### config.mk
export PLATFORM = sky130hd
export DESIGN_NAME = pga_ref_mux_control
export DESIGN_NICKNAME = d
export VERILOG_FILES = /design/src/pga_ref_pkg.sv /design/src/mux_blank_timer.sv /design/src/alarm_flag.sv /design/src/pga_ref_mux_control.sv
export SDC_FILE = /design/constraint.sdc
export NUM_CORES = 1
export LEC_CHECK = 0
export BUFFER_PORTS_ARGS = -buffer_cell sky130_fd_sc_hd__buf_2
export CELL_PAD_IN_SITES_DETAIL_PLACEMENT = 0
export CELL_PAD_IN_SITES_GLOBAL_PLACEMENT = 1
export CORE_ASPECT_RATIO = 1.5
export CORE_MARGIN = 2
export CORE_UTILIZATION = 35
export CTS_BUF_LIST = sky130_fd_sc_hd__clkbuf_8 sky130_fd_sc_hd__clkbuf_16
export CTS_CLUSTER_SIZE = 14
export DETAILED_ROUTE_END_ITERATION = 12
export PLACE_DENSITY_LB_ADDON = 0.3
export SLEW_MARGIN = 20
export SYNTH_ARGS = -nofsm -noshare
export SYNTH_HDL_FRONTEND = slang
export SYNTH_SLANG_ARGS = --single-unit
export TNS_END_PERCENT = 5
### constraint.sdc
create_clock -name mclk_i -period 3.85 [get_ports mclk_i]
set_input_delay 0.5775 -clock mclk_i [delete_from_list [all_inputs] [get_ports mclk_i]]
set_output_delay 0.5775 -clock mclk_i [all_outputs]
set_load 0.1 [all_outputs]
### src/pga_ref_pkg.sv
// Constants, field layout and helpers for the front-end control block
package pga_ref_pkg;

  // ****************************************
  // Register byte offsets
  // ****************************************
  localparam logic [7:0] OFS_GAIN = 8'h00;
  localparam logic [7:0] OFS_INMUX = 8'h04;
  localparam logic [7:0] OFS_REF = 8'h08;
  localparam logic [7:0] OFS_ALT = 8'h0C;
  localparam logic [7:0] OFS_STATUS = 8'h10;
  localparam logic [7:0] OFS_IRQ_STAT = 8'h14;
  localparam logic [7:0] OFS_IRQ_MASK = 8'h18;

  // ****************************************
  // Field positions
  // ****************************************
  localparam int GAIN_LSB = 0;
  localparam int BYPASS_BIT = 4;
  localparam int INMUX_POS_LSB = 0;
  localparam int INMUX_NEG_LSB = 4;
  localparam int REF_NEG_LSB = 0;
  localparam int REF_POS_LSB = 2;
  localparam int ST_REF_LOW = 0;
  localparam int ST_AMP_LOW = 1;
  localparam int ST_AMP_HIGH = 2;
  localparam int ST_LIVE_LSB = 4;

  // ****************************************
  // Reset values and encodings
  // ****************************************
  localparam logic [7:0] GAIN_RST = 8'h00;
  localparam logic [7:0] INMUX_RST = 8'h10;
  localparam logic [3:0] REF_RST = 4'h5;
  localparam logic [4:0] ALT_RST = 5'h00;
  localparam logic [2:0] IRQ_MASK_RST = 3'h0;
  localparam logic [1:0] REF_SEL_INTERNAL = 2'h0;
  localparam logic [1:0] REF_SEL_SUPPLY = 2'h1;
  localparam logic [1:0] REF_SEL_PAIR0 = 2'h2;
  localparam logic [1:0] REF_SEL_PAIR1 = 2'h3;
  localparam logic [3:0] MUX_VCOM = 4'hE;
  localparam logic [3:0] MUX_OPEN = 4'hF;
  localparam logic [2:0] AMP_MAX_CODE = 3'h5;
  localparam logic [1:0] RESP_OKAY = 2'h0;
  localparam logic [1:0] RESP_SLVERR = 2'h2;

  // ****************************************
  // Timing
  // ****************************************
  localparam int CLK_PERIOD_NS = 8;
  localparam int BLANK_TIME_NS = 128;
  localparam int BLANK_CYCLES =
    (BLANK_TIME_NS + CLK_PERIOD_NS - 1) / CLK_PERIOD_NS;

  typedef enum logic {BUS_IDLE, BUS_ACK} bus_state_t;

  // Analog stage tops out at 32
  function automatic logic [2:0] amp_code(input logic [2:0] gain);
    amp_code = (gain > AMP_MAX_CODE) ? AMP_MAX_CODE : gain;
  endfunction

  // Remaining factor of 2 or 4 done digitally
  function automatic logic [1:0] dig_shift(input logic [2:0] gain);
    logic [2:0] diff;
    diff = gain - amp_code(gain);
    dig_shift = diff[1:0];
  endfunction

endpackage

### src/mux_blank_timer.sv
// Comparator blanking window started by each input multiplexer change
module mux_blank_timer #(
  parameter int CYCLES = pga_ref_pkg::BLANK_CYCLES
) (
  input wire logic mclk_i,
  input wire logic arst_n_i,
  input wire logic trigger_i,
  output logic active_o
);

  localparam int W = $clog2(CYCLES + 1);
  localparam logic [W-1:0] LOAD = W'(CYCLES);

  logic [W-1:0] count;

  // Retrigger restarts the full window
  always_ff @(posedge mclk_i or negedge arst_n_i) begin
    if (!arst_n_i) begin
      count <= '0;
    end else if (trigger_i) begin
      count <= LOAD;
    end else if (count != '0) begin
      count <= count - W'(1);
    end
  end

  assign active_o = (count != '0);

endmodule

### src/alarm_flag.sv
// One read-only alarm flag: live bit, conversion snapshot, rise event
module alarm_flag (
  input wire logic mclk_i,
  input wire logic arst_n_i,
  input wire logic cond_i,
  input wire logic blank_i,
  input wire logic conv_start_i,
  output logic flag_o,
  output logic snap_o,
  output logic rise_o
);

  logic qual;

  assign qual = cond_i & ~blank_i;

  // Set wins; clear only at a conversion start with condition gone
  always_ff @(posedge mclk_i or negedge arst_n_i) begin
    if (!arst_n_i) begin
      flag_o <= 1'b0;
    end else if (qual) begin
      flag_o <= 1'b1;
    end else if (conv_start_i) begin
      flag_o <= 1'b0;
    end
  end

  always_ff @(posedge mclk_i or negedge arst_n_i) begin
    if (!arst_n_i) begin
      snap_o <= 1'b0;
    end else if (conv_start_i) begin
      snap_o <= flag_o | qual;
    end
  end

  always_ff @(posedge mclk_i or negedge arst_n_i) begin
    if (!arst_n_i) begin
      rise_o <= 1'b0;
    end else begin
      rise_o <= qual & ~flag_o;
    end
  end

endmodule

### src/pga_ref_mux_control.sv
// Gain, bypass, input and reference select and overload alarm control
module pga_ref_mux_control #(
  parameter int BLANK_CYCLES = pga_ref_pkg::BLANK_CYCLES
) (
  input wire logic mclk_i,
  input wire logic arst_n_i,
  input wire logic [7:0] address_i,
  input wire logic read_i,
  input wire logic write_i,
  input wire logic [31:0] writedata_i,
  input wire logic [3:0] byteenable_i,
  output logic [31:0] readdata_o,
  output logic [1:0] response_o,
  output logic waitrequest_o,
  input wire logic amp_pos_above_high_i,
  input wire logic amp_neg_above_high_i,
  input wire logic amp_pos_below_low_i,
  input wire logic amp_neg_below_low_i,
  input wire logic ref_below_min_i,
  input wire logic conv_start_i,
  output logic [2:0] amp_gain_code_o,
  output logic [1:0] digital_gain_shift_o,
  output logic amp_bypass_o,
  output logic amp_powerdown_o,
  output logic [3:0] in_pos_sel_o,
  output logic [3:0] in_neg_sel_o,
  output logic inputs_open_o,
  output logic vcom_tie_o,
  output logic [1:0] pos_reference_select_o,
  output logic [1:0] neg_reference_select_o,
  output logic [4:0] alt_func_en_o,
  output logic amp_high_overload_flag_o,
  output logic amp_low_overload_flag_o,
  output logic low_reference_flag_o,
  output logic irq_o
);

  // ****************************************
  // Declarations
  // ****************************************
  pga_ref_pkg::bus_state_t bus_state;
  logic [2:0] gain;
  logic bypass;
  logic [7:0] inmux;
  logic [3:0] ref_cfg;
  logic [4:0] alt_cfg;
  logic [2:0] irq_stat;
  logic [2:0] irq_mask;
  logic [2:0] next_irq_stat;
  logic [2:0] flag_snap;
  logic [2:0] flag_rise;
  logic [31:0] next_readdata;
  logic next_hit;
  logic wr_go;
  logic wr_lane0;
  logic mux_trigger;
  logic blank_active;
  logic amp_blank;
  logic [3:0] pos_sel;
  logic [3:0] neg_sel;

  // ****************************************
  // Bus handshake
  // ****************************************
  // Each access waits one cycle, then completes; one idle cycle between
  always_ff @(posedge mclk_i or negedge arst_n_i) begin
    if (!arst_n_i) begin
      bus_state <= pga_ref_pkg::BUS_IDLE;
    end else begin
      case (bus_state)
        pga_ref_pkg::BUS_IDLE: begin
          if (read_i || write_i) begin
            bus_state <= pga_ref_pkg::BUS_ACK;
          end
        end
        pga_ref_pkg::BUS_ACK: begin
          bus_state <= pga_ref_pkg::BUS_IDLE;
        end
        default: begin
          bus_state <= pga_ref_pkg::BUS_IDLE;
        end
      endcase
    end
  end

  always_ff @(posedge mclk_i or negedge arst_n_i) begin
    if (!arst_n_i) begin
      waitrequest_o <= 1'b1;
    end else if (bus_state == pga_ref_pkg::BUS_IDLE) begin
      waitrequest_o <= ~(read_i | write_i);
    end else begin
      waitrequest_o <= 1'b1;
    end
  end

  // Write lands on the edge where the master sees waitrequest low
  assign wr_go = (bus_state == pga_ref_pkg::BUS_ACK) & write_i;
  assign wr_lane0 = wr_go & byteenable_i[0];

  // ****************************************
  // Read path and address decode
  // ****************************************
  always_comb begin
    next_readdata = 32'h0000_0000;
    next_hit = 1'b1;
    case (address_i)
      pga_ref_pkg::OFS_GAIN: begin
        next_readdata[pga_ref_pkg::GAIN_LSB +: 3] = gain;
        next_readdata[pga_ref_pkg::BYPASS_BIT] = bypass;
      end
      pga_ref_pkg::OFS_INMUX: begin
        next_readdata[7:0] = inmux;
      end
      pga_ref_pkg::OFS_REF: begin
        next_readdata[3:0] = ref_cfg;
      end
      pga_ref_pkg::OFS_ALT: begin
        next_readdata[4:0] = alt_cfg;
      end
      pga_ref_pkg::OFS_STATUS: begin
        next_readdata[pga_ref_pkg::ST_REF_LOW] = flag_snap[0];
        next_readdata[pga_ref_pkg::ST_AMP_LOW] = flag_snap[1];
        next_readdata[pga_ref_pkg::ST_AMP_HIGH] = flag_snap[2];
        next_readdata[pga_ref_pkg::ST_LIVE_LSB] = low_reference_flag_o;
        next_readdata[pga_ref_pkg::ST_LIVE_LSB + 1] =
          amp_low_overload_flag_o;
        next_readdata[pga_ref_pkg::ST_LIVE_LSB + 2] =
          amp_high_overload_flag_o;
      end
      pga_ref_pkg::OFS_IRQ_STAT: begin
        next_readdata[2:0] = irq_stat;
      end
      pga_ref_pkg::OFS_IRQ_MASK: begin
        next_readdata[2:0] = irq_mask;
      end
      default: begin
        next_hit = 1'b0;
      end
    endcase
  end

  always_ff @(posedge mclk_i or negedge arst_n_i) begin
    if (!arst_n_i) begin
      readdata_o <= 32'h0000_0000;
    end else if (bus_state == pga_ref_pkg::BUS_IDLE) begin
      if (read_i) begin
        readdata_o <= next_readdata;
      end else begin
        readdata_o <= 32'h0000_0000;
      end
    end
  end

  always_ff @(posedge mclk_i or negedge arst_n_i) begin
    if (!arst_n_i) begin
      response_o <= pga_ref_pkg::RESP_OKAY;
    end else if (bus_state == pga_ref_pkg::BUS_IDLE) begin
      if ((read_i || write_i) && !next_hit) begin
        response_o <= pga_ref_pkg::RESP_SLVERR;
      end else begin
        response_o <= pga_ref_pkg::RESP_OKAY;
      end
    end
  end

  // ****************************************
  // Gain and bypass
  // ****************************************
  always_ff @(posedge mclk_i or negedge arst_n_i) begin
    if (!arst_n_i) begin
      gain <= pga_ref_pkg::GAIN_RST[2:0];
      bypass <= pga_ref_pkg::GAIN_RST[pga_ref_pkg::BYPASS_BIT];
    end else if (wr_lane0 && address_i == pga_ref_pkg::OFS_GAIN) begin
      gain <= writedata_i[pga_ref_pkg::GAIN_LSB +: 3];
      bypass <= writedata_i[pga_ref_pkg::BYPASS_BIT];
    end
  end

  always_ff @(posedge mclk_i or negedge arst_n_i) begin
    if (!arst_n_i) begin
      amp_gain_code_o <= 3'h0;
      digital_gain_shift_o <= 2'h0;
    end else begin
      amp_gain_code_o <= pga_ref_pkg::amp_code(gain);
      digital_gain_shift_o <= pga_ref_pkg::dig_shift(gain);
    end
  end

  always_ff @(posedge mclk_i or negedge arst_n_i) begin
    if (!arst_n_i) begin
      amp_bypass_o <= 1'b0;
      amp_powerdown_o <= 1'b0;
    end else begin
      amp_bypass_o <= bypass;
      amp_powerdown_o <= bypass;
    end
  end

  // ****************************************
  // Input multiplexer
  // ****************************************
  // Any change of selection starts a blanking window
  assign mux_trigger = wr_lane0 && address_i == pga_ref_pkg::OFS_INMUX
                       && writedata_i[7:0] != inmux;

  always_ff @(posedge mclk_i or negedge arst_n_i) begin
    if (!arst_n_i) begin
      inmux <= pga_ref_pkg::INMUX_RST;
    end else if (wr_lane0 && address_i == pga_ref_pkg::OFS_INMUX) begin
      inmux <= writedata_i[7:0];
    end
  end

  assign pos_sel = inmux[pga_ref_pkg::INMUX_POS_LSB +: 4];
  assign neg_sel = inmux[pga_ref_pkg::INMUX_NEG_LSB +: 4];

  // Alternate functions do not gate the selection path
  always_ff @(posedge mclk_i or negedge arst_n_i) begin
    if (!arst_n_i) begin
      in_pos_sel_o <= 4'h0;
      in_neg_sel_o <= 4'h0;
      inputs_open_o <= 1'b0;
      vcom_tie_o <= 1'b0;
    end else begin
      in_pos_sel_o <= pos_sel;
      in_neg_sel_o <= neg_sel;
      inputs_open_o <= pos_sel == pga_ref_pkg::MUX_OPEN
                       || pos_sel == pga_ref_pkg::MUX_VCOM;
      vcom_tie_o <= pos_sel == pga_ref_pkg::MUX_VCOM;
    end
  end

  always_ff @(posedge mclk_i or negedge arst_n_i) begin
    if (!arst_n_i) begin
      alt_cfg <= pga_ref_pkg::ALT_RST;
      alt_func_en_o <= pga_ref_pkg::ALT_RST;
    end else begin
      if (wr_lane0 && address_i == pga_ref_pkg::OFS_ALT) begin
        alt_cfg <= writedata_i[4:0];
      end
      alt_func_en_o <= alt_cfg;
    end
  end

  // ****************************************
  // Reference multiplexers
  // ****************************************
  always_ff @(posedge mclk_i or negedge arst_n_i) begin
    if (!arst_n_i) begin
      ref_cfg <= pga_ref_pkg::REF_RST;
    end else if (wr_lane0 && address_i == pga_ref_pkg::OFS_REF) begin
      ref_cfg <= writedata_i[3:0];
    end
  end

  // Codes map to sources per pole: internal, supply, pair 0, pair 1
  always_ff @(posedge mclk_i or negedge arst_n_i) begin
    if (!arst_n_i) begin
      pos_reference_select_o <= pga_ref_pkg::REF_SEL_SUPPLY;
      neg_reference_select_o <= pga_ref_pkg::REF_SEL_SUPPLY;
    end else begin
      pos_reference_select_o <=
        ref_cfg[pga_ref_pkg::REF_POS_LSB +: 2];
      neg_reference_select_o <=
        ref_cfg[pga_ref_pkg::REF_NEG_LSB +: 2];
    end
  end

  // ****************************************
  // Alarm monitors
  // ****************************************
  mux_blank_timer #(
    .CYCLES(BLANK_CYCLES)
  ) u_blank (
    .mclk_i(mclk_i),
    .arst_n_i(arst_n_i),
    .trigger_i(mux_trigger),
    .active_o(blank_active)
  );

  // Powered-down amp gives meaningless comparator outputs
  assign amp_blank = blank_active | amp_powerdown_o;

  alarm_flag u_ref_low (
    .mclk_i(mclk_i),
    .arst_n_i(arst_n_i),
    .cond_i(ref_below_min_i),
    .blank_i(1'b0),
    .conv_start_i(conv_start_i),
    .flag_o(low_reference_flag_o),
    .snap_o(flag_snap[0]),
    .rise_o(flag_rise[0])
  );

  alarm_flag u_amp_low (
    .mclk_i(mclk_i),
    .arst_n_i(arst_n_i),
    .cond_i(amp_pos_below_low_i | amp_neg_below_low_i),
    .blank_i(amp_blank),
    .conv_start_i(conv_start_i),
    .flag_o(amp_low_overload_flag_o),
    .snap_o(flag_snap[1]),
    .rise_o(flag_rise[1])
  );

  alarm_flag u_amp_high (
    .mclk_i(mclk_i),
    .arst_n_i(arst_n_i),
    .cond_i(amp_pos_above_high_i | amp_neg_above_high_i),
    .blank_i(amp_blank),
    .conv_start_i(conv_start_i),
    .flag_o(amp_high_overload_flag_o),
    .snap_o(flag_snap[2]),
    .rise_o(flag_rise[2])
  );

  // ****************************************
  // Interrupts
  // ****************************************
  // Set wins over a write-one clear in the same cycle
  always_comb begin
    next_irq_stat = irq_stat;
    if (wr_lane0 && address_i == pga_ref_pkg::OFS_IRQ_STAT) begin
      next_irq_stat = irq_stat & ~writedata_i[2:0];
    end
    next_irq_stat = next_irq_stat | flag_rise;
  end

  always_ff @(posedge mclk_i or negedge arst_n_i) begin
    if (!arst_n_i) begin
      irq_stat <= 3'h0;
    end else begin
      irq_stat <= next_irq_stat;
    end
  end

  always_ff @(posedge mclk_i or negedge arst_n_i) begin
    if (!arst_n_i) begin
      irq_mask <= pga_ref_pkg::IRQ_MASK_RST;
    end else if (wr_lane0 && address_i == pga_ref_pkg::OFS_IRQ_MASK) begin
      irq_mask <= writedata_i[2:0];
    end
  end

  always_ff @(posedge mclk_i or negedge arst_n_i) begin
    if (!arst_n_i) begin
      irq_o <= 1'b0;
    end else begin
      irq_o <= |(irq_stat & irq_mask);
    end
  end

endmodule

==> results.sh <==
export IMPL_status="finished clean"
export IMPL_syn_area_per_cell_um2=12.3
export IMPL_rsz0062_at_grt="false"
export IMPL_gp_congestion=0.771
export IMPL_die_x_um=84.3
export IMPL_initial_core_util_pct=35.6
export IMPL_hp_class="reg2reg"
export IMPL_max_freq_mhz=415
export IMPL_comb_power_share_pct=20.6
export IMPL_ys_dominant_reg_cell="dfrtp_1"
export IMPL_critPathKind="reg2reg"
export IMPL_cts_buffers=9
export IMPL_cts_setup_buffers=0
export IMPL_max_cap_violations=0
export IMPL_power_density_nw_per_um2=548
export IMPL_seq_area_frac_synth_pct=57.9
export IMPL_grt_pass1_wl_um=11400
export IMPL_port_buffers=66
export IMPL_path_cells="nand3_1 > nand4b_2 > a21oi_1 > nor3_1"
export IMPL_final_util_pct=42.1
export IMPL_slew_headroom_pct=37.2
export IMPL_path_max_fanout=18
export IMPL_ctsHoldBuffers=0
export IMPL_dpl_hpwl_um=5440
export IMPL_clock_path_buffers=2
export IMPL_cpPeakStageDelay_ns=0.72
export IMPL_critPathArrivalTime_ns=2.60
export IMPL_fill_cells=927
export IMPL_clockRootBuffer="clkbuf_16"
export IMPL_dr_pass1_iters=4
export IMPL_hold_violations=0
export IMPL_routed_wl_um=7250
export IMPL_p_clk_share_pct=35.9
export IMPL_die_h_um=124
export IMPL_p_switching_w=0.000718
export IMPL_placementRows=44
export IMPL_clkLatencyLatePin_ns=0.33
export IMPL_grt_pass1_vias=2181
export IMPL_netlist_area_leader_share_pct=53.2
export IMPL_cp_start_kind="flop"
export IMPL_drt_iter0_markers=83
export IMPL_drc_errors=0
export IMPL_p_leak_nw=2.09
export IMPL_cts_tree="yes"
export IMPL_critPathCaptureType="flop"
export IMPL_core_um2=9520
export IMPL_finalCritPeriodShare_pct=62.6
export IMPL_worst_slew_pin_transition_ns=0.943
export IMPL_finish_net_count=397
export IMPL_async_flop_share_pct=100
export IMPL_diodes=0
export IMPL_p_sw_share_pct=32.7
export IMPL_gr_total_overflow=0
export IMPL_track_usage_pct=14.4
export IMPL_synth_top_area_cell="dfrtp_1"
export IMPL_clkSinkCount=78
export IMPL_drt_wirelength_per_cell_um=15.7
export IMPL_synth_area_top_cells="dfrtp_1 53%, mux2_2 10%, buf_4 5.8%"
export IMPL_vias=2217
export IMPL_synth_edf_count=0
export IMPL_cp_num_buf_inv=0
export IMPL_ys_seq_elements=78
export IMPL_vias_per_cell=4.80
export IMPL_htreeDepth=3
export IMPL_area_growth_pct=18.3
export IMPL_critical_path_top_delay_family="simple AND/OR/NAND/NOR gates"
export IMPL_ioPinCount=119
export IMPL_synthDistinctLibCells=45
export IMPL_setup_violations=0
export IMPL_drtAntennaViolNets=0
export IMPL_fin_worst_skew_ns=0.00329
export IMPL_multi_input_area_um2=1250
export IMPL_internal_power_w=0.00148
export IMPL_crit_slowest_cell="dfrtp_1"
export IMPL_yosys_warnings=0
export IMPL_setup_tns_ns=0
export IMPL_ir_drop_v=0.000259
export IMPL_die_area_um2=10500
export IMPL_drv_slew=0
export IMPL_synth_area_um2=3390
export IMPL_clk_pin_slew_ns=0.06
export IMPL_worstPathRequired_ns=4.04
export IMPL_syn_inst=276
export IMPL_seqPwrFrac_pct=43.6
export IMPL_antenna_found_initial=0
export IMPL_cts_resized=0
export IMPL_fin_crit_ns=2.41
export IMPL_grt_max_degree=79
export IMPL_ff_latch_area_um2=1960
export IMPL_drive_gt1_share_pct=36.0
[layer usage]
layer	track usage [%]	part of all wire [%]	vias up
met1	16.5	39	1088
met5	0	0	-
met3	2.92	4.6	8
met2	25.2	54	62
li1	-	-	1059
met4	7.12	2.0	0
[worst reg2reg max path, cell delays in order, from the launching register on]
cell	delay [ns]
dfrtp_1	0.72
nand3_1	0.38
nand4b_2	0.51
a21oi_1	0.54
nor3_1	0.12
[through the flow]
step | area, um2 | setup WS [ns] | hold slack (ns) | instances | total power [W]
floorplan | 3480 | 1.93 | 0.282 | 300 | 0.00134
global placement | 3720 | 1.31 | 0.370 | 446 | 0.00142
detailed placement | 3720 | 1.28 | 0.370 | 446 | 0.00143
CTS | 4010 | 1.38 | 0.382 | 462 | 0.00222
global route | 4010 | 1.20 | 0.387 | 462 | 0.00229
finish | 4010 | 1.44 | 0.377 | 462 | 0.00219
[sequential cells by signal (all words and copies together), names as in the netlist, 2 cells and up]
signal and flops:
alt_cfg 5, alt_func_en_o 5, amp_gain_code_o 3, digital_gain_shift_o 2
gain 3, in_neg_sel_o 4, in_pos_sel_o 4, inmux 8
irq_mask 3, irq_stat 3, neg_reference_select_o 2, pos_reference_select_o 2
readdata_o 8, ref_cfg 4, u_blank.count 5
[cell usage after synthesis, types with 2 or more instances]
library cell,instances
clkbuf_1,4
nand2b_1,2
buf_2,5
a31oi_1,3
a221o_1,3
xor2_1,8
nor2_1,17
dfrtp_1,72
o32a_1,3
or2_2,2
o41ai_1,2
nor4_1,2
nor4b_1,2
mux2i_1,6
mux2_2,30
a22oi_1,3
and3_1,2
a21oi_1,6
nand2_1,16
o31ai_1,3
buf_4,26
nor2b_1,6
a21o_1,5
nor3_1,5
nand4_1,3
inv_1,8
dfstp_2,6
o21ai_0,5
nand3_1,5
[path summary, 6_finish.rpt]
path / start / depth (start not counted) / slack, ns / to
max: bus_state / 4 / 1.44 / u_blank.count[0]
min: ref_cfg[2] / 0 / 0.38 / pos_reference_select_o[0]
max reg2reg: bus_state / 4 / 1.44 / u_blank.count[0]
min reg2reg: ref_cfg[2] / 0 / 0.38 / pos_reference_select_o[0]
max in group asynchronous: arst_n_i / 1 / 2.84 / irq_mask[0]
min in group asynchronous: arst_n_i / 1 / 0.40 / alt_func_en_o[2]
[kinds of logic (layout without fill, tap and decap cells)]
| family | count (synthesis) | after routing | share of synthesized area [%] |
|---|---|---|---|
| simple gates | 71 | 71 | 11.8 |
| other cells | 1 | 25 | 0.111 |
| compound gates | 37 | 37 | 7.94 |
| flops | 78 | 78 | 57.9 |
| xor+xnor | 9 | 9 | 2.33 |
| fa+ha+maj | 1 | 1 | 0.369 |
| buf+inv | 43 | 90 | 7.83 |
| mux | 36 | 36 | 11.7 |
[final cells by class]
type                       count  share of cell area (%)
clock buffer                  12                    6.65
clock inverter                 4                   0.531
inverter                       8                   0.750
multi-input combinational    179                    31.3
sequential                    78                    48.9
tap                          115                    3.59
timing repair buffer          66                    8.31
[power groups by stage]
stage	combinational [W]	sequential [W]	clock, W
floorplan	0.000274	0.00106	0
global placement	0.000448	0.000970	0
detailed placement	0.000454	0.000972	0
CTS	0.000455	0.000958	0.000812
global route	0.000487	0.000969	0.000837
finish	0.000451	0.000957	0.000787
[placed cells by master (no fill, tap or decap), drive strengths merged, types with 8 or more instances in the layout]
cell    Yosys  final
xor2        8      8
buf        31     66
inv         8      9
nand2      16     16
nor2       17     17
conb        1     25
clkbuf      4     12
dfrtp      72     72
mux2       30     30
Note: power is estimated with default switching activity, not from simulation.
